`src/design/cac_regs.svh`:
```
// Constants of the chip address configuration register
`ifndef CAC_REGS_SVH
`define CAC_REGS_SVH

`define CAC_RESET_VAL   8'h00
`define CAC_BIT_CE_HI   3
`define CAC_BIT_CE_LO   2
`define CAC_BIT_LOCK    0
`define CAC_SEL_PATTERN 3'h6
`define CAC_CNT_BYTES   2'h1
`define CAC_CLK_NS      5
`define CAC_T_WRITE_NS  4000000

`endif

```
`src/design/cac_pkg.sv`:
```
// Types of the chip address configuration register
package cac_pkg;

  typedef enum logic [2:0] {
    ST_IDLE    = 3'h0,
    ST_DEVSEL  = 3'h1,
    ST_ADDR_HI = 3'h2,
    ST_ADDR_LO = 3'h3,
    ST_WDATA   = 3'h4,
    ST_RDATA   = 3'h5,
    ST_IGNORE  = 3'h6
  } cac_state_type;

endpackage

```
`src/design/cac_top.sv`:
```
// Chip address configuration register behind the serial bus pins
`timescale 1ns/10ps
`include "cac_regs.svh"
// How it works
// - 8-bit register: hi b3, lo b2, lock b0
// - Only the auxiliary type code selects it
// - Address top bits 110 route to register
// - Remaining address bits are ignored
// - Random read and page write framing
// - Bits b3 b2 form chip enable address
// - Active bits reload at power-up, after write
// - Lock one makes register read-only
// - Lock set means bits change again only at reset, to preset
// - More than one data byte aborts write
// - Inhibit or lock: data not acknowledged
// - Bits b7..b4 and b1 read zero
// - Standard part ships all zero
// - One write updates address and lock together
// - Preset variant ships address set, locked
// - Inhibit input high blocks every write

module cac_top #(
  parameter logic [3:0]  TYPE_CODE    = 4'h5, // Arbitrary value
  parameter logic [7:0]  PRESET_CFG   = `CAC_RESET_VAL,
  parameter int unsigned WRITE_CYCLES = `CAC_T_WRITE_NS / `CAC_CLK_NS
) (
  input  wire logic i_clk,
  input  wire logic i_reset_n,
  input  wire logic i_scl,
  input  wire logic i_sda,
  output logic      o_sda_o,
  output logic      o_sda_oe,
  input  wire logic i_write_inhibit_in,
  output logic      o_chip_enable_addr_hi,
  output logic      o_chip_enable_addr_lo,
  output logic      o_address_lock,
  output logic      o_write_busy
);

  logic [1:0]             rst_sync_ff;
  logic                   rst_n;
  logic [2:0]             pin_raw;
  logic [2:0]             pin_f;
  logic [2:0]             pin_p;
  logic                   scl_rise;
  logic                   scl_fall;
  logic                   start_det;
  logic                   stop_det;
  logic                   wc;
  cac_pkg::cac_state_type state_ff;
  cac_pkg::cac_state_type nxt_state;
  logic [3:0]             bit_cnt_ff;
  logic                   ack_ph_ff;
  logic [7:0]             shift_ff;
  logic                   sda_oe_ff;
  logic                   byte_end;
  logic                   ack_ok;
  logic                   reg_sel_ff;
  logic [1:0]             data_cnt_ff;
  logic [7:0]             wr_byte_ff;
  logic                   wr_start;
  logic [2:0]             wr_data;
  logic [2:0]             act;
  logic                   busy;
  logic [7:0]             rd_byte;

  // Reset release through two flops
  always_ff @(posedge i_clk or negedge i_reset_n) begin
    if (!i_reset_n) begin
      rst_sync_ff <= 2'h0;
    end else begin
      rst_sync_ff <= {rst_sync_ff[0], 1'b1};
    end
  end
  assign rst_n = rst_sync_ff[1];

  // Pin synchronisers, a change counts when stages two and three agree
  assign pin_raw = {i_write_inhibit_in, i_sda, i_scl};
  genvar g;
  generate
    for (g = 0; g < 3; g++) begin : g_sync
      logic [2:0] sync_ff;
      logic       filt_ff;
      logic       prev_ff;
      always_ff @(posedge i_clk or negedge rst_n) begin
        if (!rst_n) begin
          sync_ff <= 3'h7;
          filt_ff <= 1'b1;
          prev_ff <= 1'b1;
        end else begin
          sync_ff <= {sync_ff[1:0], pin_raw[g]};
          if (sync_ff[1] == sync_ff[2]) begin
            filt_ff <= sync_ff[2];
          end
          prev_ff <= filt_ff;
        end
      end
      assign pin_f[g] = filt_ff;
      assign pin_p[g] = prev_ff;
    end
  endgenerate

  // Bus events
  assign wc        = pin_f[2];
  assign scl_rise  = pin_f[0] && !pin_p[0];
  assign scl_fall  = !pin_f[0] && pin_p[0];
  assign start_det = pin_f[0] && pin_p[0] && pin_p[1] && !pin_f[1];
  assign stop_det  = pin_f[0] && pin_p[0] && !pin_p[1] && pin_f[1];
  assign byte_end  = scl_fall && !ack_ph_ff && (bit_cnt_ff == 4'h8);

  // Read image, unused bits forced low
  assign rd_byte = {4'h0, act[2], act[1], 1'b0, act[0]};

  // Acknowledge decision at the end of each received byte
  always_comb begin
    ack_ok    = 1'b0;
    nxt_state = cac_pkg::ST_IGNORE;
    case (state_ff)
      cac_pkg::ST_DEVSEL: begin
        if (shift_ff[7:4] == TYPE_CODE && shift_ff[3:2] == act[2:1] && !busy) begin
          ack_ok    = 1'b1;
          nxt_state = shift_ff[0] ? cac_pkg::ST_RDATA : cac_pkg::ST_ADDR_HI;
        end
      end
      cac_pkg::ST_ADDR_HI: begin
        ack_ok    = 1'b1;
        nxt_state = cac_pkg::ST_ADDR_LO;
      end
      cac_pkg::ST_ADDR_LO: begin
        ack_ok    = 1'b1;
        nxt_state = cac_pkg::ST_WDATA;
      end
      cac_pkg::ST_WDATA: begin
        if (reg_sel_ff && !wc && !act[0]) begin
          ack_ok    = 1'b1;
          nxt_state = cac_pkg::ST_WDATA;
        end
      end
      default: begin
        ack_ok    = 1'b0;
      end
    endcase
  end

  // Bit engine and byte sequencer
  always_ff @(posedge i_clk or negedge rst_n) begin
    if (!rst_n) begin
      state_ff   <= cac_pkg::ST_IDLE;
      bit_cnt_ff <= 4'h0;
      ack_ph_ff  <= 1'b0;
      shift_ff   <= 8'h00;
      sda_oe_ff  <= 1'b0;
    end else if (start_det) begin
      state_ff   <= cac_pkg::ST_DEVSEL;
      bit_cnt_ff <= 4'h0;
      ack_ph_ff  <= 1'b0;
      sda_oe_ff  <= 1'b0;
    end else if (stop_det) begin
      state_ff   <= cac_pkg::ST_IDLE;
      ack_ph_ff  <= 1'b0;
      sda_oe_ff  <= 1'b0;
    end else if (scl_rise) begin
      if (!ack_ph_ff && bit_cnt_ff != 4'h8) begin
        shift_ff   <= {shift_ff[6:0], pin_f[1]};
        bit_cnt_ff <= bit_cnt_ff + 4'h1;
      end else if (ack_ph_ff && state_ff == cac_pkg::ST_RDATA && pin_f[1]) begin
        state_ff <= cac_pkg::ST_IGNORE; // Master ended the read
      end
    end else if (scl_fall) begin
      if (byte_end) begin
        ack_ph_ff <= 1'b1;
        if (state_ff == cac_pkg::ST_RDATA) begin
          sda_oe_ff <= 1'b0;
        end else begin
          sda_oe_ff <= ack_ok;
          state_ff  <= nxt_state;
        end
      end else if (ack_ph_ff) begin
        ack_ph_ff  <= 1'b0;
        bit_cnt_ff <= 4'h0;
        sda_oe_ff  <= state_ff == cac_pkg::ST_RDATA && reg_sel_ff && !rd_byte[7];
      end else begin
        sda_oe_ff  <= state_ff == cac_pkg::ST_RDATA && reg_sel_ff
                      && !rd_byte[~bit_cnt_ff[2:0]];
      end
    end
  end

  // Register selection and data byte capture
  always_ff @(posedge i_clk or negedge rst_n) begin
    if (!rst_n) begin
      reg_sel_ff  <= 1'b0;
      data_cnt_ff <= 2'h0;
      wr_byte_ff  <= 8'h00;
    end else if (byte_end) begin
      case (state_ff)
        cac_pkg::ST_ADDR_HI: begin
          reg_sel_ff <= shift_ff[7:5] == `CAC_SEL_PATTERN;
        end
        cac_pkg::ST_ADDR_LO: begin
          data_cnt_ff <= 2'h0;
        end
        cac_pkg::ST_WDATA: begin
          if (ack_ok && data_cnt_ff == 2'h0) begin
            wr_byte_ff <= shift_ff;
          end
          if (ack_ok && data_cnt_ff != 2'h2) begin
            data_cnt_ff <= data_cnt_ff + 2'h1;
          end
        end
        default: begin
          data_cnt_ff <= data_cnt_ff;
        end
      endcase
    end
  end

  // Commit only a single-byte write at stop
  assign wr_start = stop_det && state_ff == cac_pkg::ST_WDATA
                    && data_cnt_ff == `CAC_CNT_BYTES;
  assign wr_data  = {wr_byte_ff[`CAC_BIT_CE_HI], wr_byte_ff[`CAC_BIT_CE_LO],
                     wr_byte_ff[`CAC_BIT_LOCK]};

  cac_nvcell #(
    .PRESET       ({PRESET_CFG[`CAC_BIT_CE_HI], PRESET_CFG[`CAC_BIT_CE_LO],
                    PRESET_CFG[`CAC_BIT_LOCK]}),
    .WRITE_CYCLES (WRITE_CYCLES)
  ) u_cell (
    .i_clk      (i_clk),
    .i_rst_n    (rst_n),
    .i_wr_start (wr_start),
    .i_wr_data  (wr_data),
    .o_active   (act),
    .o_busy     (busy)
  );

  // Outputs
  assign o_sda_o               = 1'b0;
  assign o_sda_oe              = sda_oe_ff;
  assign o_chip_enable_addr_hi = act[2];
  assign o_chip_enable_addr_lo = act[1];
  assign o_address_lock        = act[0];
  assign o_write_busy          = busy;
endmodule

```
`src/design/cac_nvcell.sv`:
```
// Non-volatile cell and active copy of the configuration bits
`timescale 1ns/10ps
`include "cac_regs.svh"

module cac_nvcell #(
  parameter logic [2:0]  PRESET       = 3'h0,
  parameter int unsigned WRITE_CYCLES = `CAC_T_WRITE_NS / `CAC_CLK_NS
) (
  input  wire logic       i_clk,
  input  wire logic       i_rst_n,
  input  wire logic       i_wr_start,
  input  wire logic [2:0] i_wr_data,
  output logic      [2:0] o_active,
  output logic            o_busy
);

  logic [2:0]  stored_ff;
  logic [2:0]  pend_ff;
  logic [2:0]  act_ff;
  logic [19:0] cnt_ff;
  logic        busy_ff;
  logic        load_ff;
  logic        done;

  assign done     = busy_ff && (cnt_ff == 20'h00001);
  assign o_active = act_ff;
  assign o_busy   = busy_ff;

  // Write cycle timer, refused while locked
  always_ff @(posedge i_clk or negedge i_rst_n) begin
    if (!i_rst_n) begin
      busy_ff <= 1'b0;
      cnt_ff  <= 20'h00000;
      pend_ff <= 3'h0;
    end else if (!busy_ff && i_wr_start && !act_ff[0]) begin
      busy_ff <= 1'b1;
      cnt_ff  <= 20'(WRITE_CYCLES);
      pend_ff <= i_wr_data;
    end else if (busy_ff) begin
      busy_ff <= !done;
      cnt_ff  <= cnt_ff - 20'h00001;
    end
  end

  // Stored bits, preset value at power-on
  always_ff @(posedge i_clk or negedge i_rst_n) begin
    if (!i_rst_n) begin
      stored_ff <= PRESET;
    end else if (done) begin
      stored_ff <= pend_ff;
    end
  end

  // Active copy reloads after power-up and each write
  always_ff @(posedge i_clk or negedge i_rst_n) begin
    if (!i_rst_n) begin
      act_ff  <= PRESET;
      load_ff <= 1'b1;
    end else if (load_ff) begin
      act_ff  <= stored_ff;
      load_ff <= 1'b0;
    end else begin
      load_ff <= done;
    end
  end
endmodule

```
`config.mk`:
```
export PLATFORM = sky130hd
export DESIGN_NAME = cac_top
export DESIGN_NICKNAME = d
export VERILOG_FILES = /design/src/design/cac_pkg.sv /design/src/design/cac_top.sv /design/src/design/cac_nvcell.sv
export VERILOG_INCLUDE_DIRS = /design/src /design/src/design
export SDC_FILE = /design/constraint.sdc
export NUM_CORES = 1
export LEC_CHECK = 0
export CORE_ASPECT_RATIO = 0.8
export CORE_MARGIN = 2
export CORE_UTILIZATION = 36
export DETAILED_ROUTE_END_ITERATION = 10
export DONT_BUFFER_PORTS = 1
export SLEW_MARGIN = 20
export SYNTH_ARGS = -nofsm -noshare
export SYNTH_HDL_FRONTEND = slang
export SYNTH_SLANG_ARGS = --single-unit
export TNS_END_PERCENT = 50
```
`constraint.sdc`:
```
create_clock -name i_clk -period 2.4 [get_ports i_clk]
set_input_delay 0.48 -clock i_clk [delete_from_list [all_inputs] [get_ports i_clk]]
set_output_delay 0.48 -clock i_clk [all_outputs]
set_load 0.02 [all_outputs]
```
==> results by stage, run 1 <==
Clock network:
- The number of clock sinks is 70.
- The number of clock buffers added by TritonCTS is 9.
- The clock root buffer master is sky130_fd_sc_hd__clkbuf_16.
- After clock tree synthesis, the clock-pin slew on the worst setup and hold paths is 0.06 ns.
- The maximum level of the CTS H-tree is 3.
- Gates resized during post-CTS repair numbered 0.
- In this run the deepest clock path goes through 2 buffers.
- The later pin in the worst-skew pair is clocked with a latency of 0.33 ns.
- The clock tree from TritonCTS is yes.

Hold path:
- The worst hold path passes through 0 cells.
- The path with the worst hold slack has its endpoint at g_sync[1].sync_ff[0].
- The start point of the worst hold path is i_sda.
- The tightest min-delay check is of the in2reg type.

Route:
- The count of antenna-violating nets left after detailed routing is 0.
- After detailed routing, the number of vias per cell comes to 5.066.
- The detailed router placed 2224 vias in this run.
- For this run, design rule violations remaining after detail routing come to 0.
- The number of DRC violations after detailed-routing iteration 0 is 160.
- The first TritonRoute pass finished after 4 iterations.
- In the final routed layout, each cell accounts on average for 14.59 um.
- The post-detailed-routing wire length is 6403 um.

Critical path:
- The flop-to-flop setup slack is 0.25 ns.
- The startpoint-to-endpoint class of the critical path is reg2reg.
- The largest individual stage delay along the critical path comes from the cell sky130_fd_sc_hd__dfstp_2.
- The startpoint of the lowest-slack register-to-register path is g_sync[0].filt_ff.
- Walking the worst path, the cells encountered are ha_1 > nand2b_1 > or2_1 > nor2_2 > mux2_2.
- The count of buffer and inverter cells on the critical path is 0.
- For this run, the slowest stage of the critical path takes 0.58 ns.
- The required time of the worst setup path is 2.62 ns.
- The worst register-to-register path ends at shift_ff[2].
- The cell count of the worst reg-to-reg path is 5.
- The capturing element type of the critical path is a register.
- STA puts the critical path data arrival time at 2.37 ns.
- The kind of start point of the critical path is a register.
- The timing startpoint of the critical path is g_sync[0].filt_ff.
- On the critical path the largest part of the delay comes from simple AND/OR/NAND/NOR gates.
- The peak fanout along the critical path is 10.

Synthesis:
- The total nets after synthesis is 321.
- The share of the Yosys chip area taken by registers is 0.5276.
- The mapped cell area is 3356 um2.
- After synthesis, the share of flip-flops with an asynchronous set or reset is 1.000.
- The count of unique library cells instantiated by Yosys is 54.
- After technology mapping, the gate count stands at 306.
- The mean instance size in the synthesized netlist is 10.97 um2.
- The adder and majority cell fraction of the synthesized area is 0.04623.
- The portion of synthesized area spent on multiplexers is 0.08501.
- In the synthesized netlist the dominant register cell turns out to be sky130_fd_sc_hd__dfrtp_1.
- Sorting the synthesized cells by area gives the leading types as sky130_fd_sc_hd__dfrtp_1 41%, sky130_fd_sc_hd__dfstp_2 12%, sky130_fd_sc_hd__mux2_2 5.4%.
- The post-synthesis xor/xnor area fraction is 0.04176.
- The most common cell in the synthesized netlist is sky130_fd_sc_hd__dfrtp_1.
- The register bit total from synthesis is 70.
- The total number of yosys warnings is 0.
- Counting flops with a built-in enable in the synthesized netlist gives 0.
- The post-synthesis cell type with the largest combined area is sky130_fd_sc_hd__dfrtp_1.
- Of the total synthesized cell area, the portion taken by AND, OR, NAND and NOR gates is 0.2077.
- The commonest cells after synthesis are 55 x sky130_fd_sc_hd__dfrtp_1, 30 x sky130_fd_sc_hd__nand2_1, 23 x sky130_fd_sc_hd__nor2_1.
- The share of synthesized area in the top cell type comes to 0.4101.
- The compound-cell area share of the yosys netlist came to 0.06040.
- The dominant combinational cell family by area after synthesis is simple AND/OR/NAND/NOR gates.

Floorplan:
- The floorplan die area is 10110 um2.
- Row generation in the floorplan step produced 31 rows.
- During I/O placement, the number of pins put on the boundary was 11.
- The core outline area is 9076 um2.
- The effective utilization at floorplan is 0.3697.
- In this run the horizontal extent of the chip is 111.9 um.
- The floorplan step set the die height to 90.36 um.

Finish:
- After the flow finishes, the layout carries non-filler instances totaling 439.
- The number of antenna cells inserted is 0.
- At the end of the flow, the number of nets in the layout was 334.
- From synthesis to final layout, the design area changed by 16.26%.
- The final instance area is 3901 um2.
- In the final layout, the share of cells above drive strength 1 is 0.2222.

Placement:
- In this run the tool buffered the top-level ports with 0 buffer cells.
- The wire-length estimate of the detail-placed layout is 4554 um.
- The minimum setup slack after placement is 0.2432 ns.
- In this run the cell area measured after placement is 3538 um2.
- The routability congestion estimate is 0.8764.
- The total placed cells including tap cells is 422.

Timing:
- The post-route fraction of the period consumed by the critical path is 0.8965.
- The worst setup slack after layout is 0.2483 ns.
- Setup violations remaining at the end of the flow were counted as 0.
- The max-slew violation count was 0.
- The worst hold slack is 0.1371 ns.
- The shortest period the worst path allows is 2.152 ns.
- The final hold violation count was 0.
- The worst max-slew margin expressed relative to the limit is 0.4738.
- The transition time at the pin with the least slew margin is 0.7821 ns.
- For the final routed database, the setup TNS stands at 0 ns.
- Setup repair after global routing left no endpoint under its margin.
- Clock skew on the completed layout was measured at 0.008060 ns.
- Static timing analysis puts the maximum clock frequency at 464.8 MHz.

Global routing:
- The via count of the first global-routing pass is 2098.
- The initial antenna violation count is 0.
- The wire length of the first global-routing pass is 10760 um.
- Entering global routing, the biggest net connects 28 pins.
- Across every metal layer, demand over resource in global routing totals 0.1363.
- For this run the aggregate overflow at the end of global routing stands at 0.

Outcome:
- The flow ran to the end, and the final reports show no timing, DRC or antenna violations.

Flow run:
- The number of maximum-capacitance constraint violations is 0.

Power and ir drop:
- The power density over the cells is 831.7 nW/um2.
- The leakage power is 1.799 nW.
- The peak supply drop is 0.4224 mV.
-- kinds of logic (layout without fill, tap and decap cells) --
kind of cell,after synthesis,in the layout
simple gates,123,123
xor+xnor,16,16
buf+inv,24,42
flops,70,70
mux,25,25
other cells,2,2
compound gates,33,33
fa+ha+maj,13,13
-- through the flow --
step | utilization | power, mW
2_1_floorplan | - | 1.621
3_3_place_gp | 0.3899 | 1.687
3_5_place_dp | 0.3899 | 1.700
4_1_cts | 0.4298 | 3.282
5_1_grt | 0.4298 | 3.399
6_report | 0.4298 | 3.245
-- how the worst max path moves through the flow --
| stage | endpoint | slack [ns] | depth (start not counted) |
|---|---|---|---|
| detailed placement | bit_cnt_ff[2] | 0.24 | 6 |
| finish | shift_ff[2] | 0.25 | 5 |
| CTS | shift_ff[5] | 0.24 | 5 |
| floorplan | ack_ph_ff | 0.33 | 0 |
| global placement | shift_ff[2] | 0.30 | 5 |
| global route | shift_ff[5] | 0.07 | 5 |
-- routing by layer --
| layer | vias to the layer above | global-route usage | part of all wire |
|---|---|---|---|
| met3 | 6 | 0.05570 | 0.038 |
| met1 | 1090 | 0.1985 | 0.53 |
| li1 | 1094 | - | - |
| met4 | 0 | 0.03354 | 0.012 |
| met2 | 34 | 0.1884 | 0.42 |
| met5 | - | 0 | 0 |
-- layout make-up --
type	instances	area, um2
Clock inverter	7	127.6
Clock buffer	9	225.2
Multi-Input combinational cell	212	1488
Timing Repair Buffer	12	92.59
Tap cell	115	143.9
Sequential cell	70	1772
Fill cell	864	5175
Inverter	14	52.55
-- placed cells by master, fill, tap and decap left out, types with 3 or more instances in the layout --
cell type and instances:
sky130_fd_sc_hd__clkbuf_16 9, sky130_fd_sc_hd__o211ai_1 3, sky130_fd_sc_hd__xor2_1 12, sky130_fd_sc_hd__dfstp_2 15, sky130_fd_sc_hd__nor4_1 6, sky130_fd_sc_hd__a21oi_1 6
sky130_fd_sc_hd__nand3b_1 6, sky130_fd_sc_hd__nand2_1 30, sky130_fd_sc_hd__nand2b_1 5, sky130_fd_sc_hd__and3_1 4, sky130_fd_sc_hd__xnor2_1 4, sky130_fd_sc_hd__mux2_2 16
sky130_fd_sc_hd__ha_1 10, sky130_fd_sc_hd__maj3_1 3, sky130_fd_sc_hd__nor2_1 23, sky130_fd_sc_hd__o21ai_0 12, sky130_fd_sc_hd__mux2_4 3, sky130_fd_sc_hd__nand3_1 12
sky130_fd_sc_hd__mux2i_1 6, sky130_fd_sc_hd__inv_1 14, sky130_fd_sc_hd__a211oi_1 4, sky130_fd_sc_hd__dfrtp_1 54, sky130_fd_sc_hd__nand4_1 5, sky130_fd_sc_hd__bufinv_16 3
sky130_fd_sc_hd__nor3_1 5, sky130_fd_sc_hd__buf_4 11
-- flip-flops by register name, summed over array words and instances, names as in the netlist, 2 cells and up --
name              flops
rst_sync_ff           2
g_sync.filt_ff        3
bit_cnt_ff            4
wr_byte_ff            3
state_ff              3
u_cell.stored_ff      3
u_cell.cnt_ff        20
data_cnt_ff           2
u_cell.pend_ff        3
g_sync.sync_ff        9
g_sync.prev_ff        2
u_cell.o_active       3
shift_ff              8
-- report_power, final --
part	internal, mW	switching [mW]	total (mW)
combinational	0.139	0.127	0.266
clock	1.03	0.533	1.56
sequential	1.30	0.118	1.41
-- timing repair --
action                    4_1_cts  5_1_grt
hold buffers                    1        0
hold endpoints to repair        2        0
setup buffers                   0        0
Power figures use the tool's default switching activity.
==> run 2, diff against run 1 <==
==> constraint.sdc (replaced) <==
create_clock -name i_clk -period 1.75 [get_ports i_clk]
set_input_delay 0.35 -clock i_clk [delete_from_list [all_inputs] [get_ports i_clk]]
set_output_delay 0.35 -clock i_clk [all_outputs]
set_load 0.02 [all_outputs]
==> results by stage, run 2 (synthesis results as in run 1) <==
Floorplan:
- The floorplan die area is 10110 um2.
- The number of placement rows is 31.
- For this configuration, the core starts out at a cell density of 0.3697.
- The y dimension of the die is 90.36 um.
- The number of placed I/O pins is 11.
- In this run the standard cell core region covers 9076 um2.
- Measured along the x axis, the die boundary spans 111.9 um.

Finish:
- The largest registers in the layout are u_cell.cnt_ff: 20 flops, g_sync.sync_ff: 9 flops, shift_ff: 8 flops.
- In the layout the commonest cells are 58 x sky130_fd_sc_hd__buf_4, 54 x sky130_fd_sc_hd__dfrtp_1, 27 x sky130_fd_sc_hd__nand2_1.
- The area occupied by registers is 1772 um2.
- The library cell used most frequently in the layout, excluding fill and tap cells, is sky130_fd_sc_hd__buf_4.
- The multi-input combinational cells in the finished layout cover a total of 1750 um2.
- The register with the most flip-flops in the layout has 20 of them.
- The repair_antennas step left the layout with diodes totalling 0.
- The number of nets in the finished design is 391.
- Once layout is complete, the cells apart from fillers number 496.
- The register ranked first by flip-flop count is u_cell.cnt_ff.
- The fraction of final layout cells with drive strength greater than 1 is 0.4147.
- The layout has 811 filler cells.
- The area growth from synthesis to layout is 36.91%.

Timing:
- Dividing the final minimum period by the clock period gives 1.100.
- Summed over all failing endpoints, the final setup total negative slack is -1.132 ns.
- The worst-case clock skew is 0.01031 ns.
- The shortest period the worst path allows is 1.925 ns.
- The max-slew violation count is 0.
- The final hold violation count is 0.
- In the post-route analysis, the smallest setup slack over all paths is -0.1751 ns.
- Setup violations remaining at the end of the flow were counted as 23.
- Timing would allow up to 519.5 MHz.
- Setup repair after global routing could not meet its margin everywhere.

Critical path:
- The kind of start point of the critical path is a register.
- The cell count of the worst reg-to-reg path is 5.
- STA classifies the critical path endpoint as a register.
- Data on the critical path is required at its endpoint by 1.96 ns.
- Along the worst path, the maximum fanout reaches 4.
- For the worst setup path, the data arrival time is 2.14 ns.
- The setup path with the least slack is of type reg2reg.

Clock network:
- CTS saw 70 sinks.
- The clock transition at the registers of the reported paths is 0.06 ns.
- At the later pin of the worst-skew pair, clock insertion delay measures 0.33 ns.
- TritonCTS built the clock tree.
- The H-tree generated during clock tree synthesis spans 3 levels.
- The clock root buffer master is sky130_fd_sc_hd__clkbuf_16.
- The number of clock buffers inserted by TritonCTS is 9.
- The largest buffer count on any clock path is 2.

Outcome:
- The run finished, with violations left.
- The checks that failed: setup timing.

Power and ir drop:
- The power density over the cells is 966.4 nW/um2.
- In this run the static leakage power is 2.129 nW.
- The peak supply drop is 0.6280 mV.
- The design draws 4.440 mW.

Global routing:
- Global routing finished with a remaining overflow of 0.
- The first global-routing pass estimated 12360 um of wire.
- The overall routing resource usage is 0.1542.
- The via count of the first global-routing pass is 2510.
- Entering global routing, the biggest net connects 27 pins.
- The initial antenna violation count is 0.

Placement:
- Routability-driven placement finished with a final weighted congestion of 0.8562.
- In this run, placement finished with an instance count of 469.
- Detailed placement finished with a half-perimeter wire length of 5029 um.
- The count of buffers added on input and output ports is 0.

Route:
- The routed wire length per instance is 14.63 um.
- The detailed router finished its first iteration with 122 violations.
- The post-detailed-routing wire length is 7258 um.
- For this run, design rule violations remaining after detail routing come to 0.
- The first detailed-routing pass ran for 4 iterations.
- The detailed router placed 2442 vias in this run.
- The average vias per placed instance is 4.923.
- The count of antenna-violating nets left after detailed routing is 0.

Hold path:
- The number of cells on the worst hold path is 0.
- The path class of the tightest hold or removal check is in2reg.

Flow run:
- Max-cap violations in this run came to 0.
[run 2: cell types whose count changed in the layout (fill, tap and decap cells not counted), sizes merged]
| cell | before | now |
|---|---|---|
| inv | 17 | 15 |
| clkinvlp | 0 | 2 |
| bufinv | 3 | 1 |
| clkbuf | 9 | 11 |
| buf | 11 | 68 |
[run 2: worst paths after layout]
| check | slack, ns | end | start |
|---|---|---|---|
| setup / recovery | -0.18 | u_cell.stored_ff[1] | u_cell.cnt_ff[10] |
| max in group asynchronous | 0.96 | g_sync[0].filt_ff | rst_sync_ff[1] |
| hold / removal | 0.02 | g_sync[1].sync_ff[0] | i_sda |
| min in group asynchronous | 0.22 | u_cell.o_active[0] | rst_sync_ff[1] |
| hold reg to reg | 0.22 | u_cell.o_active[0] | rst_sync_ff[1] |
| setup reg to reg | -0.18 | u_cell.stored_ff[1] | u_cell.cnt_ff[10] |
[run 2: critical path: stages (launching register included)]
cell and delay, ns:
sky130_fd_sc_hd__dfrtp_1 0.38, sky130_fd_sc_hd__or4_4 0.55, sky130_fd_sc_hd__nor3_4 0.14, sky130_fd_sc_hd__and3_4 0.21
sky130_fd_sc_hd__and3_4 0.22, sky130_fd_sc_hd__mux2_4 0.30
[run 2: layer usage]
layer / track usage / wire length, um / up-vias
met5: 0 / 0 / -
met4: 0.04878 / 89 / 0
met3: 0.03691 / 237 / 7
met2: 0.2429 / 3415 / 31
met1: 0.2113 / 3515 / 1198
li1: - / - / 1206
[run 2: through the flow]
stage,instance area [um2],hold WS [ns],setup slack [ns],util
after CTS,4427,0.003092,-0.1853,0.4877
final,4594,0.01552,-0.1751,0.5062
after floorplan,3357,0.05441,-0.3024,-
after global routing,4594,0.001415,-0.2338,0.5062
after global placement,3929,0.05448,-0.1597,0.4329
after detailed placement,3929,0.05448,-0.2078,0.4329
[run 2: where the power goes]
part / switching, mW / internal, mW
Clock: 0.676 / 1.11
Combinational: 0.292 / 0.432
Sequential: 0.155 / 1.78
Total: 1.12 / 3.32
[run 2: what timing repair did]
item / 4_1_cts / 5_1_grt
gates resized for setup: 41 / 29
endpoints found under the hold margin: 2 / 0
buffers inserted: 3 / 7
endpoints found under the setup margin: 37 / 47
pin swaps: 17 / 14
hold buffers: 1 / 0
[run 2: final cells by class]
class                           count  area share
Sequential cell                    70      0.3856
Multi-Input combinational cell    212      0.3810
Timing Repair Buffer               69      0.1272
Clock buffer                       11     0.05065
Tap cell                          115     0.03132
Clock inverter                      5     0.01280
Inverter                           14     0.01144
==> run 3, diff against run 2 <==
==> constraint.sdc (replaced) <==
create_clock -name i_clk -period 1.75 [get_ports i_clk]
set_input_delay 0.35 -clock i_clk [delete_from_list [all_inputs] [get_ports i_clk]]
set_output_delay 0.35 -clock i_clk [all_outputs]
set_load 0.005 [all_outputs]
==> results by stage, run 3 (synthesis results as in run 1) <==
Floorplan:
- The effective utilization at floorplan is 0.3697.
- Row generation in the floorplan step produced 31 rows.
- The number of placed I/O pins is 11.
- The floorplan die width is 111.9 um.
- The die covers 10110 um2.
- After floorplanning, the core was sized to cover 9076 um2.
- The y dimension of the die is 90.36 um.

Critical path:
- At the worst endpoint, the required time is 1.97 ns.
- The capturing element type of the critical path is a register.
- The cell family contributing the most delay on the critical path is simple AND/OR/NAND/NOR gates.
- The timing startpoint of the critical path is u_cell.cnt_ff[10].
- The peak fanout along the critical path is 4.
- Data on the critical path arrives at its endpoint at 2.13 ns.
- In this run the number of cells on the critical path is 5.
- The endpoint of the lowest-slack register-to-register path is u_cell.stored_ff[1].
- Traced cell by cell, the critical path runs through or4_4 > nor3_4 > and3_4 > and3_4 > mux2_4.
- The startpoint-to-endpoint class of the critical path is reg2reg.
- The flop-to-flop setup slack is -0.17 ns.
- For this design, the slowest cell found on the critical path is sky130_fd_sc_hd__or4_4.
- The kind of start point of the critical path is a register.
- The count of buffer and inverter cells on the critical path is 0.
- The cell count of the worst reg-to-reg path is 5.
- The startpoint identified for the worst register-to-register timing path is u_cell.cnt_ff[10].
- The last element of the critical path is u_cell.stored_ff[1].
- In this design, the critical path's most frequently occurring cell is sky130_fd_sc_hd__and3_4.
- The largest single stage delay on the critical path is 0.56 ns.

Timing:
- Setup violations remaining at the end of the flow were counted as 26.
- Counting I/O delays and the setup requirement, the final critical path takes 1.918 ns.
- The post-route fraction of the period consumed by the critical path is 1.096.
- Setup repair after global routing could not meet its margin everywhere.
- The maximum operating frequency is 521.3 MHz.
- For the final routed database, the setup TNS stands at -1.464 ns.
- The worst setup slack after layout is -0.1684 ns.
- The max-slew violation count is 0.
- The worst-case clock skew is 0.007459 ns.
- The final hold violation count is 0.

Route:
- The detailed router placed 2494 vias in this run.
- The routed wire length per instance is 14.89 um.
- The count of unresolved DRC violations after routing is 0.
- The average vias per placed instance is 5.038.
- The post-detailed-routing wire length is 7371 um.
- The first detailed-routing pass ran for 4 iterations.
- The count of antenna-violating nets left after detailed routing is 0.
- The detailed router finished its first iteration with 119 violations.

Finish:
- The layout has 840 filler cells.
- The number of nets in the finished design is 390.
- The area growth from synthesis to layout is 35.42%.
- The register ranked first by flip-flop count is u_cell.cnt_ff.
- The top cell types in the final layout, fill and taps aside, are 59 x sky130_fd_sc_hd__buf_4, 54 x sky130_fd_sc_hd__dfrtp_1, 29 x sky130_fd_sc_hd__nand2_1.
- The number of flip-flops in the largest register is 20.
- The repair_antennas step left the layout with diodes totalling 0.
- In the final layout, the registers with the most flip-flops are u_cell.cnt_ff: 20 flops, g_sync.sync_ff: 9 flops, shift_ff: 8 flops.
- The fraction of final layout cells with drive strength greater than 1 is 0.4132.
- The finished layout holds 495 standard cells, fillers aside.
- Leaving out fill and tap cells, the most frequent cell in the layout is sky130_fd_sc_hd__buf_4.

Power and ir drop:
- The analysis attributes to cell leakage a power of 2.096 nW.
- Across the VDD grid, the largest voltage drop is 0.6227 mV.
- The power density over the cells is 956.8 nW/um2.

Clock network:
- The H-tree was split into 3 levels.
- In this run the deepest clock path goes through 2 buffers.
- The clock root buffer master is sky130_fd_sc_hd__clkbuf_16.
- The number of clock buffers inserted by TritonCTS is 9.
- Clock-pin slew was measured on the worst setup and hold paths at 0.06 ns.
- Clock tree synthesis found a total of 70 sinks.
- The later pin in the worst-skew pair is clocked with a latency of 0.33 ns.
- TritonCTS built the clock tree.

Global routing:
- The pin count of the biggest net entering global routing is 56.
- The via count of the first global-routing pass is 2552.
- The wire length of the first global-routing pass is 12370 um.
- The final global-route overflow total is 0.
- The initial antenna violation count is 0.
- Across every metal layer, demand over resource in global routing totals 0.1537.

Placement:
- At the end of routability-driven placement, the weighted congestion stood at 0.8518.
- The wire-length estimate of the detail-placed layout is 4870 um.
- The quantity of I/O buffers inserted on ports is 0.
- The total placed cells including tap cells is 468.

Outcome:
- The run finished, with violations left.
- The final reports fail on setup timing.

Flow run:
- Across the run, the number of max-cap violations was 0.

Hold path:
- The path class of the tightest hold or removal check is reg2async.
## run 3: layout make-up
type,count,area [um2],area share
tap,115,143.9,0.03166
multi-input combinational,212,1735,0.3819
inverter,14,52.55,0.01156
clock buffer,11,242.7,0.05341
sequential,70,1772,0.3899
clock inverter,5,41.29,0.009086
timing repair buffer,68,556.8,0.1225
## run 3: how the worst min path moves through the flow
stage	start	end	slack, ns	cells past startpoint
floorplan	i_reset_n	rst_sync_ff[0]	0.05	0
global placement	i_reset_n	rst_sync_ff[1]	0.05	0
detailed placement	i_reset_n	rst_sync_ff[1]	0.05	0
CTS	i_scl	g_sync[0].sync_ff[0]	0.002	0
global route	rst_sync_ff[1]	u_cell.pend_ff[2]	0.21	0
finish	rst_sync_ff[1]	u_cell.cnt_ff[2]	0.17	0
## run 3: per-stage QoR
step	hold WS [ns]	power, mW	setup WS [ns]	util	cell area [um2]
floorplan	0.05441	2.214	-0.3024	-	3357
global placement	0.05448	2.429	-0.1544	0.4307	3909
detailed placement	0.05448	2.446	-0.2055	0.4307	3909
CTS	0.002260	4.325	-0.1670	0.4829	4383
global route	0.2070	4.539	-0.2400	0.5007	4544
finish	0.1661	4.348	-0.1684	0.5007	4544
## run 3: power by group
group	internal (mW)	switching, mW	total [mW]
sequential	1.78	0.143	1.92
clock	1.01	0.703	1.71
combinational	0.420	0.293	0.712
## run 3: repair_timing
action	CTS	global route
hold buffers	3	1
buffers inserted	4	3
hold endpoints to repair	4	1
pin swaps	16	17
gates resized for setup	37	29
endpoints found under the setup margin	34	43
## run 3: layer usage
metal	vias up	routed length (um)	global-route usage
met1	1221	3486	0.2147
met2	48	3386	0.2202
met5	-	0	0
met3	14	366	0.04966
met4	0	132	0.06301
li1	1211	-	-
